==> src/core/dpw_pkg.sv <==
package dpw_pkg;
    // register byte addresses
    localparam logic [7:0] A_CTRL = 8'h00;
    localparam logic [7:0] A_DUTY_LOW = 8'h04;
    localparam logic [7:0] A_DUTY_HIGH = 8'h08;
    localparam logic [7:0] A_CYCLE_LOW = 8'h0c;
    localparam logic [7:0] A_CYCLE_HIGH = 8'h10;
    localparam logic [7:0] A_STATUS = 8'h14;
    // control field positions
    localparam int MODE_LSB = 4;
    localparam int DIV_LSB = 2;
    localparam int SRC_LSB = 0;
    // reset values
    localparam logic [6:0] RST_CTRL = 7'h00;
    localparam logic [7:0] RST_BYTE = 8'h00;
    // modes
    localparam logic [2:0] M_OFF = 3'h0;
    localparam logic [2:0] M_TW8 = 3'h2;
    localparam logic [2:0] M_TW16 = 3'h3;
    localparam logic [2:0] M_NRZ = 3'h4;
    localparam logic [2:0] M_DU8 = 3'h5;
    localparam logic [2:0] M_RZ = 3'h6;
    localparam logic [2:0] M_HOLD = 3'h7;
    // clock source selecting the external pin
    localparam logic [1:0] SRC_EXT = 2'h2;
    // divider: half-clock lengths, in half ticks, for settings 0..3
    localparam logic [7:0] DIV_LEN0 = 8'h01;
    localparam logic [7:0] DIV_LEN1 = 8'h04;
    localparam logic [7:0] DIV_LEN2 = 8'h10;
    localparam logic [7:0] DIV_LEN3 = 8'h40;
    localparam logic [15:0] CNT_TOP = 16'hffff;
    localparam logic [1:0] RESP_OK = 2'h0;
    localparam logic [1:0] RESP_ERR = 2'h2;
endpackage : dpw_pkg

==> src/core/dpw_tick_if.sv <==
`timescale 1ns/10ps
interface dpw_tick_if;
    logic tick;
    logic half;
    logic clr;
    modport gen (input clr, output tick, output half);
    modport use_side (input clr, input tick, input half);
endinterface : dpw_tick_if

==> src/core/dpw_div.sv <==
`timescale 1ns/10ps
module dpw_div import dpw_pkg::*; (
    input wire logic clk,
    input wire logic srst,
    input wire logic half_tick,
    input wire logic [1:0] div_sel,
    dpw_tick_if.gen tk
);
    typedef struct packed {
        logic [7:0] phase;
        logic tick;
        logic half;
    } dpw_div_st_t;

    dpw_div_st_t s;
    dpw_div_st_t next_s;
    logic [7:0] len;
    logic [7:0] last;

    always_comb begin
        case (div_sel)
            2'h0: len = DIV_LEN0;
            2'h1: len = DIV_LEN1;
            2'h2: len = DIV_LEN2;
            default: len = DIV_LEN3;
        endcase
    end

    // a pwm clock is two half lengths: the first half gives the rz high phase
    assign last = 8'({len[6:0], 1'b0} - 8'h01);
    always_comb begin
        next_s = s;
        next_s.tick = 1'b0;
        if (tk.clr) begin
            next_s.phase = 8'h00;
        end else if (half_tick) begin
            if (s.phase == last) begin
                next_s.phase = 8'h00;
                next_s.tick = 1'b1;
            end else begin
                next_s.phase = 8'(s.phase + 8'h01);
            end
        end
        next_s.half = (next_s.phase < len);
    end

    always_ff @(posedge clk) begin
        if (srst) begin
            s <= '0;
        end else begin
            s <= next_s;
        end
    end

    assign tk.tick = s.tick;
    assign tk.half = s.half;
endmodule : dpw_div

==> src/core/dpw_sigma.sv <==
`timescale 1ns/10ps
module dpw_sigma import dpw_pkg::*; (
    input wire logic clk,
    input wire logic srst,
    input wire logic [15:0] value,
    dpw_tick_if.use_side tk,
    output logic bit_q
);
    typedef struct packed {
        logic [15:0] acc;
        logic q;
    } dpw_sig_st_t;

    dpw_sig_st_t s;
    dpw_sig_st_t next_s;

    // first-order accumulator: carry-out gives exactly value highs per 65536
    // ticks and spreads them evenly instead of bunching
    always_comb begin
        next_s = s;
        if (tk.clr) begin
            next_s = '0;
        end else if (tk.tick) begin
            {next_s.q, next_s.acc} = {1'b0, s.acc} + {1'b0, value};
        end
    end

    always_ff @(posedge clk) begin
        if (srst) begin
            s <= '0;
        end else begin
            s <= next_s;
        end
    end

    assign bit_q = s.q;
endmodule : dpw_sigma

==> src/core/dpw_top.sv <==
// The implementer's own choices: the AXI4-Lite slave port and the register offsets.
`timescale 1ns/10ps
// Contract
// - twin 8-bit: low cycle byte is common period, counter wraps after it
// - twin 8-bit: out_a goes low when counter equals low duty byte
// - twin 8-bit: out_b high at high cycle byte, low at high duty byte
// - twin 8-bit: high cycle byte zero starts both outputs together at wrap
// - twin 16-bit: period ignored, counter runs full 16-bit range
// - twin 16-bit: out_a high below duty word, low from equality to wrap
// - twin 16-bit: out_b high below cycle word, low from equality to wrap
// - twin 16-bit: both outputs go high together when counter wraps to zero
// - nrz density: both outputs recomputed every pwm clock
// - nrz density: out_a high exactly duty-word clocks per 65536
// - nrz density: out_b high exactly cycle-word clocks per 65536
// - density modes spread high clocks evenly, grouped only above half density
// - dual 8-bit: each output has its own duty and period
// - dual 8-bit: periods from cycle bytes, duties from duty bytes
// - both outputs share one pwm clock source and one divider
// - rz density: like nrz, but each high clock high for first half only
// - mode 7 stops generation and releases both pins
// - mode 7 holds the pulse counter in reset
module dpw_top import dpw_pkg::*; (
    input wire logic MCLK,
    input wire logic SRST,
    input wire logic EXT_CLK_PIN,
    input wire logic [7:0] AWADDR,
    input wire logic AWVALID,
    output logic AWREADY,
    input wire logic [31:0] WDATA,
    input wire logic [3:0] WSTRB,
    input wire logic WVALID,
    output logic WREADY,
    output logic [1:0] BRESP,
    output logic BVALID,
    input wire logic BREADY,
    input wire logic [7:0] ARADDR,
    input wire logic ARVALID,
    output logic ARREADY,
    output logic [31:0] RDATA,
    output logic [1:0] RRESP,
    output logic RVALID,
    input wire logic RREADY,
    output logic OUT_A,
    output logic OUT_B,
    output logic OUT_A_ACT,
    output logic OUT_B_ACT
);
    typedef struct packed {
        logic [2:0] ext;
        logic ext_lvl;
        logic [6:0] ctrl;
        logic [7:0] dl;
        logic [7:0] dh;
        logic [7:0] cl;
        logic [7:0] ch;
        logic aw_held;
        logic [7:0] awaddr;
        logic w_held;
        logic [7:0] wdata;
        logic wstb;
        logic awready;
        logic wready;
        logic bvalid;
        logic [1:0] bresp;
        logic arready;
        logic rvalid;
        logic [1:0] rresp;
        logic [31:0] rdata;
        logic [15:0] cnt;
        logic [7:0] cnt_b;
        logic out_a;
        logic out_b;
        logic act;
    } dpw_st_t;

    dpw_st_t s;
    dpw_st_t next_s;
    dpw_tick_if tk ();
    logic [2:0] mode;
    logic idle_mode;
    logic ext_edge;
    logic half_tick;
    logic sig_a;
    logic sig_b;
    logic [15:0] duty_word;
    logic [15:0] cycle_word;

    assign mode = s.ctrl[MODE_LSB +: 3];
    assign duty_word = {s.dh, s.dl};
    assign cycle_word = {s.ch, s.cl};
    // mode 1 is not supported here and idles like mode 0
    assign idle_mode = (mode == M_OFF) || (mode == M_HOLD) || (mode == 3'h1);
    assign tk.clr = idle_mode;
    // a settled pin change needs the second and third stages to agree
    assign ext_edge = (s.ext[2] == s.ext[1]) && (s.ext[2] != s.ext_lvl);
    // each main clock, or each external pin edge, is one half tick; a pwm clock is two half lengths of the divider setting
    assign half_tick = (s.ctrl[SRC_LSB +: 2] == SRC_EXT) ? ext_edge : 1'b1;

    dpw_div u_div (
        .clk(MCLK),
        .srst(SRST),
        .half_tick(half_tick),
        .div_sel(s.ctrl[DIV_LSB +: 2]),
        .tk(tk)
    );

    dpw_sigma u_sig_a (
        .clk(MCLK),
        .srst(SRST),
        .value(duty_word),
        .tk(tk),
        .bit_q(sig_a)
    );

    dpw_sigma u_sig_b (
        .clk(MCLK),
        .srst(SRST),
        .value(cycle_word),
        .tk(tk),
        .bit_q(sig_b)
    );

    always_comb begin
        next_s = s;
        next_s.ext = {s.ext[1:0], EXT_CLK_PIN};
        if (ext_edge) begin
            next_s.ext_lvl = s.ext[2];
        end
        // write channel: address and data may arrive in either order
        if (AWVALID && s.awready) begin
            next_s.aw_held = 1'b1;
            next_s.awaddr = AWADDR;
        end
        if (WVALID && s.wready) begin
            next_s.w_held = 1'b1;
            next_s.wdata = WDATA[7:0];
            next_s.wstb = WSTRB[0];
        end
        if (BREADY && s.bvalid) begin
            next_s.bvalid = 1'b0;
        end
        if (next_s.aw_held && next_s.w_held && !next_s.bvalid) begin
            next_s.aw_held = 1'b0;
            next_s.w_held = 1'b0;
            next_s.bvalid = 1'b1;
            next_s.bresp = RESP_OK;
            case (next_s.awaddr)
                A_CTRL: if (next_s.wstb) next_s.ctrl = next_s.wdata[6:0];
                A_DUTY_LOW: if (next_s.wstb) next_s.dl = next_s.wdata;
                A_DUTY_HIGH: if (next_s.wstb) next_s.dh = next_s.wdata;
                A_CYCLE_LOW: if (next_s.wstb) next_s.cl = next_s.wdata;
                A_CYCLE_HIGH: if (next_s.wstb) next_s.ch = next_s.wdata;
                A_STATUS: next_s.bresp = RESP_OK;
                default: next_s.bresp = RESP_ERR;
            endcase
        end
        next_s.awready = !next_s.aw_held && !next_s.bvalid;
        next_s.wready = !next_s.w_held && !next_s.bvalid;
        // read channel
        if (RREADY && s.rvalid) begin
            next_s.rvalid = 1'b0;
        end
        if (ARVALID && s.arready) begin
            next_s.rvalid = 1'b1;
            next_s.rresp = RESP_OK;
            case (ARADDR)
                A_CTRL: next_s.rdata = {25'h0000000, s.ctrl};
                A_DUTY_LOW: next_s.rdata = {24'h000000, s.dl};
                A_DUTY_HIGH: next_s.rdata = {24'h000000, s.dh};
                A_CYCLE_LOW: next_s.rdata = {24'h000000, s.cl};
                A_CYCLE_HIGH: next_s.rdata = {24'h000000, s.ch};
                A_STATUS: next_s.rdata = {13'h0000, s.act, s.out_b, s.out_a, s.cnt};
                default: begin
                    next_s.rdata = 32'h00000000;
                    next_s.rresp = RESP_ERR;
                end
            endcase
        end
        next_s.arready = !next_s.rvalid;
        // pulse generation
        next_s.act = !idle_mode;
        case (mode)
            M_TW8: begin
                if (tk.tick) begin
                    if (s.cnt[7:0] == s.cl) begin
                        next_s.cnt = 16'h0000;
                    end else begin
                        next_s.cnt = {8'h00, 8'(s.cnt[7:0] + 8'h01)};
                    end
                    if (next_s.cnt == 16'h0000) next_s.out_a = 1'b1;
                    if (next_s.cnt[7:0] == s.dl) next_s.out_a = 1'b0;
                    if (next_s.cnt[7:0] == s.ch) next_s.out_b = 1'b1;
                    if (next_s.cnt[7:0] == s.dh) next_s.out_b = 1'b0;
                end
            end
            M_TW16: begin
                if (tk.tick) begin
                    // natural 16-bit rollover: the period bytes play no part
                    next_s.cnt = 16'(s.cnt + 16'h0001);
                end
                // levels rather than set and clear, so a counter left at zero by an
                // idle mode already counts as the high phase when this mode starts
                next_s.out_a = (next_s.cnt < duty_word);
                next_s.out_b = (next_s.cnt < cycle_word);
            end
            M_DU8: begin
                if (tk.tick) begin
                    // two counters on the one shared pwm clock
                    if (s.cnt[7:0] == s.cl) begin
                        next_s.cnt = 16'h0000;
                    end else begin
                        next_s.cnt = {8'h00, 8'(s.cnt[7:0] + 8'h01)};
                    end
                    if (s.cnt_b == s.ch) begin
                        next_s.cnt_b = 8'h00;
                    end else begin
                        next_s.cnt_b = 8'(s.cnt_b + 8'h01);
                    end
                    if (next_s.cnt == 16'h0000) next_s.out_a = 1'b1;
                    if (next_s.cnt[7:0] == s.dl) next_s.out_a = 1'b0;
                    if (next_s.cnt_b == 8'h00) next_s.out_b = 1'b1;
                    if (next_s.cnt_b == s.dh) next_s.out_b = 1'b0;
                end
            end
            M_NRZ: begin
                next_s.out_a = sig_a;
                next_s.out_b = sig_b;
            end
            M_RZ: begin
                // high for the first half only, so edge skew cancels out
                next_s.out_a = sig_a && tk.half;
                next_s.out_b = sig_b && tk.half;
            end
            default: begin
                next_s.cnt = 16'h0000;
                next_s.cnt_b = 8'h00;
                next_s.out_a = 1'b0;
                next_s.out_b = 1'b0;
            end
        endcase
    end

    always_ff @(posedge MCLK) begin
        if (SRST) begin
            s <= '0;
            s.ctrl <= RST_CTRL;
            s.dl <= RST_BYTE;
            s.dh <= RST_BYTE;
            s.cl <= RST_BYTE;
            s.ch <= RST_BYTE;
        end else begin
            s <= next_s;
        end
    end

    assign AWREADY = s.awready;
    assign WREADY = s.wready;
    assign BVALID = s.bvalid;
    assign BRESP = s.bresp;
    assign ARREADY = s.arready;
    assign RVALID = s.rvalid;
    assign RRESP = s.rresp;
    assign RDATA = s.rdata;
    assign OUT_A = s.out_a;
    assign OUT_B = s.out_b;
    assign OUT_A_ACT = s.act;
    assign OUT_B_ACT = s.act;
endmodule : dpw_top

==> config.mk <==
export PLATFORM = sky130hd
export DESIGN_NAME = dpw_top
export DESIGN_NICKNAME = d
export VERILOG_FILES = /design/src/core/dpw_pkg.sv /design/src/core/dpw_tick_if.sv /design/src/core/dpw_div.sv /design/src/core/dpw_sigma.sv /design/src/core/dpw_top.sv
export SDC_FILE = /design/constraint.sdc
export NUM_CORES = 1
export LEC_CHECK = 0
export ABC_AREA = 1
export BUFFER_PORTS_ARGS = -buffer_cell sky130_fd_sc_hd__clkbuf_2
export CORE_UTILIZATION = 50
export CTS_BUF_LIST = sky130_fd_sc_hd__clkbuf_2
export DETAILED_ROUTE_END_ITERATION = 10
export HOLD_SLACK_MARGIN = 0.08
export PLACE_DENSITY_LB_ADDON = 0.05
export SETUP_SLACK_MARGIN = 0.2
export SLEW_MARGIN = 20
export SYNTH_ARGS = -nofsm -noshare
export SYNTH_HDL_FRONTEND = slang
export SYNTH_HIERARCHICAL = 1
export SYNTH_SLANG_ARGS = --single-unit
==> constraint.sdc <==
create_clock -name MCLK -period 2.9 [get_ports MCLK]
set_input_delay 0.29 -clock MCLK [delete_from_list [all_inputs] [get_ports MCLK]]
set_output_delay 0.29 -clock MCLK [all_outputs]
set_load 0.01 [all_outputs]
==> impl_metrics.py, run 1 <==
metrics = {
    "status": {
        "outcome": "completed",
    },
    "worst_setup_path": {
        "crit_path_start_kind": "flip-flop",
        "rr_worst_depth": 19,
        "arrival_ns": 3.60,
        "worst-setup-path-type": "reg -> reg",
        "crit_fanout": 3,
        "cp_slowest_cell": "dfxtp_2",
        "crit_path_frequent_cell": "nand2_1",
        "crit-reg2reg-launch": "s[12]$_SDFFE_PP0P_",
        "r2r_end": "OUT_A$_SDFFE_PP0P_",
        "end_kind": "flip-flop",
        "required_ns": 3.62,
        "critPathMaxStageDelay_ns": 0.42,
        "reg2reg_slack_ns": 0.02,
        "worstSetupEndpoint": "OUT_A$_SDFFE_PP0P_",
        "crit_chain": "ha_4 -> nand2_4 -> inv_4 -> nand3b_4 -> or2_1 -> nand3b_4 -> nor2_4 -> inv_2 -> nor2_4 -> nand3_2 -> xnor2_2 -> ha_1 -> nand2_1 -> o21ai_2 -> a2111oi_2 -> nand2_1 -> nand3_1 -> nand4_1 -> nand2_1",
        "startpoint": "s[12]$_SDFFE_PP0P_",
    },
    "timing": {
        "clock_skew_ns": 0.0460,
        "fin_crit_ns": 2.88,
        "hold_viol": 0,
        "slew_headroom_pct": 45.0,
        "grt_setup_unrepaired": "yes",
        "tightest_slew_ns": 0.826,
        "slew_viol_final": 0,
        "finalSetupViolCount": 0,
        "clock.fmax_mhz": 347,
        "hold_ws_ns": 0.203,
        "post-route-period-util_pct": 99.3,
    },
    "grt": {
        "grt_usage_pct": 29.5,
        "grt_pass1_vias": 9748,
        "overflow": 0,
        "grt_pass1_wl_um": 51100,
        "antenna_found_initial": 1,
        "grt_max_degree": 73,
    },
    "floorplanning": {
        "rows": 53,
        "io_pins": 105,
        "core_um2": 21300,
        "start_util_pct": 51.5,
        "die_h_um": 150,
        "die_area_um2": 22500,
        "die_w_um": 150,
    },
    "yosys": {
        "postSynthAreaPerCell_um2": 6.51,
        "synth.distinct_cells": 52,
        "synth_seq_area_share_pct": 29.0,
        "synth_commonest_cells": "433 x nand2_1, 230 x inv_1, 161 x nor2_1",
        "synth_cells": 1682,
        "ys_warn_count": 6,
        "syn_area_um2": 11000,
        "synth_enable_flop_cells": 0,
        "synth_most_common_cell": "nand2_1",
        "netlist_top_cells_area": "dfxtp_1 29%, nand2_1 15%, ha_1 7.9%",
        "yosysTopAreaCellShare_pct": 29.0,
        "ys_ff_latch": 159,
        "yosys.area.top_type": "dfxtp_1",
        "ys.flop_type": "dfxtp_1",
        "async_flop_share_pct": 0,
    },
    "hold_path": {
        "worstHoldStart": "ARADDR[4]",
        "hold_path.class": "in -> reg",
    },
    "cts": {
        "h-tree-depth": 4,
        "insertion_delay_ns": 0.76,
        "cts_buffers": 17,
        "cts.sinks": 159,
        "path_clk_slew_ns": 0.24,
        "cts_tree": "done",
        "cts-root-buf": "clkbuf_2",
        "max-clock-path-buffers": 2,
    },
    "placement": {
        "hpwl_um": 24100,
        "place_area_um2": 11500,
        "port_buffers": 62,
        "place_congestion": 0.976,
    },
    "route": {
        "vias": 10900,
        "drc": 0,
        "wl_met2_um": 14000,
        "drtAntennaViolNets": 0,
        "routed_via_density": 5.26,
        "first_pass_iters": 6,
        "routed-wl-met3_um": 2330,
        "drt_iter0_markers": 890,
        "post_drt_wl_per_cell_um": 15.5,
        "wl_met1_um": 14800,
        "drt_wl_total_um": 32200,
        "top_layer": "met4",
    },
    "layout": {
        "area_growth_pct": 12.5,
        "final_cell_area_um2": 12300,
        "drive_gt1_share_pct": 13.1,
        "finish.net_count": 1922,
    },
    "power": {
        "p_leak_nw": 6.13,
        "peakVddDrop_mv": 0.283,
        "powerDensity_nw_per_um2": 329,
    },
    "run": {
        "maxCapViolCount": 0,
    },
}
[worst max-delay path, delay by kind of cell, from the launching register on]
| kind | cells | cell delay (ns) |
|---|---|---|
| and+or+nand+nor | 12 | 1.25 |
| adders and majority gates | 2 | 0.43 |
| DFF | 1 | 0.42 |
| AOI/OAI and AO/OA | 2 | 0.40 |
| xor gates and xnor gates | 1 | 0.23 |
| buffers and inverters | 2 | 0.12 |
[worst min-delay path by stage]
| stage | to | slack (ns) | cells past startpoint |
|---|---|---|---|
| after detailed placement | next_s[129]$_SDFF_PP0_ | 0.41 | 2 |
| final | RRESP[1]$_SDFFE_PP0P_ | 0.20 | 7 |
| after global placement | next_s[129]$_SDFF_PP0_ | 0.39 | 2 |
| after CTS | RRESP[1]$_SDFFE_PP0P_ | 0.16 | 7 |
| after global routing | RRESP[1]$_SDFFE_PP0P_ | 0.20 | 7 |
| after floorplan | next_s[129]$_SDFF_PP0_ | 0.39 | 2 |
[repair_timing]
| item | 4_1_cts | 5_1_grt |
|---|---|---|
| pin swaps | 7 | 16 |
| buffers inserted | 4 | 2 |
| hold buffers | 44 | 0 |
| endpoints found under the hold margin | 50 | 0 |
| gates resized for setup | 6 | 14 |
| cloned | 0 | 0 |
| setup endpoints to repair | 2 | 2 |
[sequential cells by signal (all words and copies together) (netlist names), 2 cells and up]
name and flops:
RDATA 19, cycle_word 16, duty_word 16, mode 3, next_s 2, s 49, u_div/s 8, u_sig_a/s 16
u_sig_b/s 16
[metal layers]
| layer | vias to the layer above | global-route usage (%) |
|---|---|---|
| met2 | 392 | 47.1 |
| li1 | 5581 | - |
| met5 | - | 0 |
| met3 | 72 | 4.54 |
| met1 | 4896 | 40.3 |
| met4 | 0 | 9.65 |
[cell usage in the layout, fill, tap and decap left out, types with 17 or more instances in the layout]
master and instances:
dlygate4sd3_1 44, nor2_1 160, nand2_1 432, dfxtp_1 155
xor2_1 21, a21oi_1 118, nand4_1 17, nand3_1 114
clkbuf_2 79, o21ai_0 91, buf_4 47, inv_1 229
nand2_2 25, ha_1 68
[kinds of logic after synthesis]
| kind of cell | count (synthesis) | synth area share (%) |
|---|---|---|
| flip-flops | 159 | 29.0 |
| multiplexers | 6 | 0.548 |
| XOR/XNOR | 39 | 3.19 |
| other | 1 | 0.0342 |
| buffers and inverters | 324 | 12.8 |
| adder cells (fa/ha/maj) | 71 | 8.24 |
| AO/OA/AOI/OAI | 264 | 13.3 |
| AND/OR/NAND/NOR | 818 | 32.9 |
[power breakdown]
group          leakage, nW  internal (W)  switching, W
clock network        0.140      0.000409      0.000897
logic                 4.70      0.000192      0.000293
registers             1.29       0.00224     0.0000224
total                 6.13       0.00284       0.00121
[stage by stage]
step	total power [W]	TNS [ns]	setup WS (ns)	std cells	utilization [%]
after detailed placement	0.00270	0	0.0360	1997	54.1
after floorplan	0.00258	0	0.212	1696	-
after global routing	0.00423	-0.354	-0.179	2080	57.9
final	0.00405	0	0.0192	2080	57.9
after CTS	0.00408	0	0.0312	2077	57.6
after global placement	0.00269	0	0.0796	1997	54.1
[final cells by class]
class / instances / area [um^2]
Inverter: 246 / 926
Multi-Input combinational cell: 1213 / 6500
Timing Repair Buffer: 154 / 1120
Clock buffer: 17 / 85.1
Fill cell: 2137 / 8960
Clock inverter: 15 / 161
Tap cell: 275 / 344
Antenna cell: 1 / 2.50
Sequential cell: 159 / 3190
(Power assumes the default switching activity.)
==> run 2, diff against run 1 <==
--- a/config.mk
+++ b/config.mk
@@ -12,3 +12,3 @@
 export DETAILED_ROUTE_END_ITERATION = 10
-export HOLD_SLACK_MARGIN = 0.08
+export HOLD_SLACK_MARGIN = 0.15
 export PLACE_DENSITY_LB_ADDON = 0.05
--- a/constraint.sdc
+++ b/constraint.sdc
@@ -3,2 +3,2 @@
 set_output_delay 0.29 -clock MCLK [all_outputs]
-set_load 0.01 [all_outputs]
+set_load 0.1 [all_outputs]
==> run 2 against run 1 <==
Net effect: setup slack worse by 0.0086 ns; power up 5.7%; sequential share of layout area decreased by 0.063 points; worst hold slack worse by 0.0012 ns; count of clock-buffer cells in the layout did not move; critical path type unchanged.
==> impl_metrics.py, run 2 (synthesis gave the netlist of run 1 again) <==
metrics = {
    "floorplanning": {
        "die_h_um": 150,
        "io_pins": 105,
        "start_util_pct": 51.5,
        "die_area_um2": 22500,
        "die_w_um": 150,
        "core_um2": 21300,
        "rows": 53,
    },
    "timing": {
        "clock.fmax_mhz": 346,
        "slew_viol_final": 0,
        "finalWorstSetupSlack_ns": 0.0106,
        "post-route-period-util_pct": 99.6,
        "tightest_slew_ns": 0.826,
        "finalSetupViolCount": 0,
        "hold_viol": 0,
        "tns_ns": 0,
        "clock_skew_ns": 0.0521,
        "fin_crit_ns": 2.89,
        "slew_headroom_pct": 44.9,
        "grt_setup_unrepaired": "yes",
    },
    "layout": {
        "seq_area_um2": 3190,
        "layout_common_cells": "431 x nand2_1, 229 x inv_1, 160 x nor2_1",
        "finish.net_count": 1925,
        "largest_reg_flops": 49,
        "area_growth_pct": 12.8,
        "nFillCells": 2130,
        "mostFrequentLayoutCell": "nand2_1",
        "regMostFlops": "s",
        "multi_input_area_um2": 6500,
        "final_cell_area_um2": 12400,
        "drive_gt1_share_pct": 13.3,
    },
    "cts": {
        "cts.sinks": 159,
        "insertion_delay_ns": 0.76,
        "cts_buffers": 17,
        "h-tree-depth": 4,
        "cts-root-buf": "clkbuf_2",
        "path_clk_slew_ns": 0.25,
        "cts_tree": "done",
        "max-clock-path-buffers": 2,
    },
    "grt": {
        "grt_usage_pct": 29.6,
        "overflow": 0,
        "grt_pass1_wl_um": 51300,
        "grt_pass1_vias": 9775,
        "grt_max_degree": 73,
        "antenna_found_initial": 1,
    },
    "power": {
        "p_leak_nw": 6.14,
        "finalPower_w": 0.00428,
        "powerDensity_nw_per_um2": 347,
        "peakVddDrop_mv": 0.327,
    },
    "route": {
        "vias": 11000,
        "drt_wl_total_um": 32300,
        "post_drt_wl_per_cell_um": 15.5,
        "first_pass_iters": 8,
        "drtAntennaViolNets": 0,
        "drt_iter0_markers": 843,
        "drc": 0,
        "routed_via_density": 5.28,
    },
    "worst_setup_path": {
        "required_ns": 3.62,
        "crit_fanout": 3,
        "arrival_ns": 3.61,
        "worst-setup-path-type": "reg -> reg",
        "end_kind": "flip-flop",
        "crit_path_start_kind": "flip-flop",
        "reg2reg_slack_ns": 0.01,
    },
    "run": {
        "maxCapViolCount": 0,
    },
    "hold_path": {
        "hold_path.class": "in -> reg",
    },
    "placement": {
        "pre_cts_ws_ns": 0.0360,
        "place_congestion": 0.976,
        "port_buffers": 62,
        "place_area_um2": 11500,
        "hpwl_um": 24100,
    },
    "status": {
        "outcome": "completed",
    },
}
run 2: worst paths after layout:
| path | start | endpoint | cells after the start |
|---|---|---|---|
| max | s[12]$_SDFFE_PP0P_ | OUT_A$_SDFFE_PP0P_ | 19 |
| min | ARADDR[4] | RRESP[1]$_SDFFE_PP0P_ | 7 |
| max reg2reg | s[12]$_SDFFE_PP0P_ | OUT_A$_SDFFE_PP0P_ | 19 |
| min reg2reg | next_s[128]$_SDFF_PP0_ | next_s[129]$_SDFF_PP0_ | 2 |
run 2: metal layers:
metal | vias up | wire length (um) | GRT usage [%] | part of all wire (%)
met5 | - | 0 | 0 | 0
met4 | 0 | 1010 | 9.65 | 3.1
met3 | 67 | 2420 | 4.51 | 7.5
met2 | 393 | 14200 | 47.4 | 44
met1 | 4939 | 14700 | 40.4 | 46
li1 | 5591 | - | - | -
run 2: what timing repair did:
item | 4_1_cts | 5_1_grt
pin swaps | 7 | 16
hold buffers | 46 | 0
endpoints found under the hold margin | 56 | 0
gates cloned | 0 | 1
setup buffers | 4 | 2
resized for setup | 6 | 18
endpoints found under the setup margin | 2 | 14
run 2: per-stage QoR:
stage          instances  hold WS (ns)  util (%)
4_1_cts             2079         0.165      57.7
6_report            2083         0.201      58.1
3_3_place_gp        1997         0.391      54.1
5_1_grt             2083         0.204      58.1
2_1_floorplan       1696         0.388         -
3_5_place_dp        1997         0.410      54.1
run 2: layout make-up:
| class | instances | share of cell area (%) |
|---|---|---|
| multi-input combinational | 1213 | 52.6 |
| sequential | 159 | 25.8 |
| timing repair buffer | 156 | 9.27 |
| inverter | 246 | 7.52 |
| tap | 275 | 2.78 |
| clock inverter | 15 | 1.31 |
| clock buffer | 17 | 0.688 |
| timing repair inverter | 1 | 0.0405 |
| antenna | 1 | 0.0202 |
run 2: report_power, final:
part / total [W] / switching, W / internal [W]
logic: 0.000706 / 0.000508 / 0.000198
registers: 0.00227 / 0.0000229 / 0.00224
clock network: 0.00131 / 0.000905 / 0.000409
total: 0.00428 / 0.00144 / 0.00285
run 2: worst max-delay path, stage by stage (launching register included):
cell,delay [ns]
dfxtp_2,0.42
ha_4,0.15
nand2_4,0.06
inv_4,0.07
nand3b_4,0.07
or2_1,0.25
nand3b_4,0.17
nor2_4,0.11
inv_2,0.05
nor2_4,0.11
nand3_2,0.09
xnor2_2,0.23
ha_1,0.28
nand2_1,0.09
o21ai_2,0.06
a2111oi_2,0.34
nand2_1,0.10
nand3_1,0.07
nand4_1,0.07
nand2_1,0.07
==> run 3, diff against run 2 <==
--- a/config.mk
+++ b/config.mk
@@ -9,2 +9,3 @@
 export BUFFER_PORTS_ARGS = -buffer_cell sky130_fd_sc_hd__clkbuf_2
+export CORE_ASPECT_RATIO = 2
 export CORE_UTILIZATION = 50
--- a/constraint.sdc
+++ b/constraint.sdc
@@ -3,2 +3,2 @@
 set_output_delay 0.29 -clock MCLK [all_outputs]
-set_load 0.1 [all_outputs]
+set_load 0.005 [all_outputs]
==> run 3 against run 2 <==
Net effect: power shrank 8.9%; sequential power is essentially flat; clock skew shrank 0.0031 ns; critical path depth is the same; setup slack gained 0.11 ns; cell area grew 0.84%; utilization shrank 0.068 points; flip-flop and latch count is the same; clock power shrank 13%; critical path type unchanged.
==> impl_metrics.py, run 3 (synthesis gave the netlist of run 1 again) <==
metrics = {
    "cts": {
        "cts_tree": "done",
        "path_clk_slew_ns": 0.26,
        "h-tree-depth": 4,
        "max-clock-path-buffers": 2,
        "cts.sinks": 159,
        "insertion_delay_ns": 0.89,
        "cts-root-buf": "clkbuf_2",
        "cts_buffers": 17,
    },
    "power": {
        "powerDensity_nw_per_um2": 313,
        "switchingPower_w": 0.00122,
        "p_leak_nw": 6.18,
        "p_sw_share_pct": 31.1,
        "intPower_w": 0.00269,
        "p_clk_share_pct": 29.3,
        "p_seq_share_pct": 58.1,
        "peakVddDrop_mv": 0.280,
        "p_comb_share_pct": 12.6,
    },
    "route": {
        "drt_wl_total_um": 37500,
        "post_drt_wl_per_cell_um": 17.9,
        "vias": 11200,
        "drc": 0,
        "drt_iter0_markers": 637,
        "first_pass_iters": 6,
        "drtAntennaViolNets": 0,
        "routed_via_density": 5.37,
    },
    "grt": {
        "grt_pass1_wl_um": 56800,
        "grt_max_degree": 74,
        "grt_pass1_vias": 10800,
        "overflow": 0,
        "grt_usage_pct": 33.9,
        "antenna_found_initial": 1,
    },
    "timing": {
        "grt_setup_unrepaired": "yes",
        "clock.fmax_mhz": 360,
        "slew_headroom_pct": 52.5,
        "post-route-period-util_pct": 95.8,
        "clock_skew_ns": 0.0490,
        "tns_ns": 0,
        "finalWorstSetupSlack_ns": 0.122,
        "fin_crit_ns": 2.78,
        "hold_viol": 0,
        "slew_viol_final": 0,
        "tightest_slew_ns": 0.711,
        "finalSetupViolCount": 0,
    },
    "worst_setup_path": {
        "cp_slowest_cell": "dfxtp_2",
        "crit_chain": "ha_4 -> nand2_4 -> inv_4 -> nand3b_4 -> or2_4 -> nand3b_4 -> nor2_4 -> inv_2 -> nor2_4 -> nand3_2 -> xnor2_2 -> ha_1 -> nand4_1 -> a21oi_2 -> nor3b_2 -> a22oi_1 -> nand3_1 -> nor2_1 -> nor2_1",
        "end_kind": "flip-flop",
        "rr_worst_depth": 19,
        "crit_path_start_kind": "flip-flop",
        "worst-setup-path-type": "reg -> reg",
        "arrival_ns": 3.56,
        "r2r_end": "OUT_B$_SDFFE_PP0P_",
        "reg2reg_slack_ns": 0.12,
        "crit-reg2reg-launch": "s[11]$_SDFFE_PP0P_",
        "required_ns": 3.68,
        "critPathMaxStageDelay_ns": 0.41,
        "crit_fanout": 3,
    },
    "floorplanning": {
        "io_pins": 105,
        "die_w_um": 107,
        "core_um2": 21500,
        "start_util_pct": 51.0,
        "die_h_um": 211,
        "die_area_um2": 22500,
        "rows": 76,
    },
    "layout": {
        "fin_cells": 2092,
        "finish.net_count": 1937,
        "drive_gt1_share_pct": 14.0,
        "largest_reg_flops": 49,
        "regMostFlops": "s",
        "area_growth_pct": 13.8,
        "final_core_util_pct": 58.0,
        "mostFrequentLayoutCell": "nand2_1",
        "layout_common_cells": "429 x nand2_1, 228 x inv_1, 158 x nor2_1",
    },
    "placement": {
        "dp.cells": 1995,
        "port_buffers": 62,
        "place_congestion": 0.995,
        "pre_cts_ws_ns": 0.0116,
        "hpwl_um": 28200,
    },
    "status": {
        "outcome": "completed",
    },
    "hold_path": {
        "hold_path.class": "in -> reg",
        "worstHoldPathCells": 8,
        "worstHoldStart": "ARADDR[5]",
        "hold_end": "RDATA[1]$_SDFFE_PP0P_",
    },
    "run": {
        "maxCapViolCount": 0,
    },
}
## run 3: changes by cell type in the layout (fill, tap and decap cells not counted), moves of 2 or more
cell           previous run  this run
inv_6                     2         4
nor2_1                  160       158
buf_4                    47        52
nand3_2                   7        10
dlygate4sd3_1            45        52
nand2_2                  26        28
nor2_2                    5         7
nand2_1                 431       429
bufinv_16                 2         0
nand3_1                 114       110
## run 3: power by group through the flow
stage                     combinational, W  sequential [W]  clock, W
after floorplan                   0.000273         0.00230         0
after global placement            0.000381         0.00230         0
after detailed placement          0.000386         0.00231         0
after CTS                         0.000474         0.00226   0.00118
after global routing              0.000539         0.00227   0.00126
final                             0.000493         0.00227   0.00114
## run 3: area by class of cell
cell class                 instances  area (um^2)
antenna                            1         2.50
inverter                         246          930
timing repair buffer             168         1260
timing repair inverter             1         5.00
multi-input combinational       1213         6540
fill                            2258         9020
clock inverter                    13          108
sequential                       159         3190
clock buffer                      18         90.1
tap                              273          342
## run 3: routing by layer
| layer | track usage (%) | vias to the layer above | part of all wire, % |
|---|---|---|---|
| li1 | - | 5615 | - |
| met1 | 31.5 | 5127 | 35 |
| met2 | 62.6 | 326 | 52 |
| met3 | 6.28 | 159 | 4.7 |
| met4 | 28.2 | 0 | 9.0 |
| met5 | 0 | - | 0 |
## run 3: what timing repair did
action	in CTS	in global routing
resized for setup	13	21
buffers inserted	4	8
setup endpoints to repair	2	29
hold buffers	52	0
pin swaps	21	17
hold endpoints to repair	82	0
cloned	0	1
## run 3: worst max-delay path by stage
stage                  startpoint                 end  slack (ns)  depth (start not counted)
3_3_place_gp   s[11]$_SDFFE_PP0P_  OUT_A$_SDFFE_PP0P_        0.03                         19
2_1_floorplan  s[12]$_SDFFE_PP0P_  OUT_A$_SDFFE_PP0P_        0.21                         19
6_report       s[11]$_SDFFE_PP0P_  OUT_B$_SDFFE_PP0P_        0.12                         19
5_1_grt        s[11]$_SDFFE_PP0P_  OUT_A$_SDFFE_PP0P_        -0.1                         19
4_1_cts        s[12]$_SDFFE_PP0P_  OUT_A$_SDFFE_PP0P_        0.02                         19
3_5_place_dp   s[12]$_SDFFE_PP0P_  OUT_A$_SDFFE_PP0P_        0.01                         16
## run 3: stage by stage
step | total power, W | hold WS [ns] | area, um^2
floorplan | 0.00257 | 0.388 | 11000
global placement | 0.00268 | 0.407 | 11500
global route | 0.00407 | 0.188 | 12500
detailed placement | 0.00269 | 0.406 | 11500
CTS | 0.00392 | 0.155 | 12300
finish | 0.00390 | 0.192 | 12500
## run 3: worst max-delay path, delay by kind of cell, from the launching register on
family / cells / cell delay (ns)
and+or+nand+nor: 12 / 1.24
adders and majority gates: 2 / 0.46
DFF: 1 / 0.41
AOI/OAI and AO/OA: 2 / 0.31
xor gates and xnor gates: 1 / 0.17
buffers and inverters: 2 / 0.12
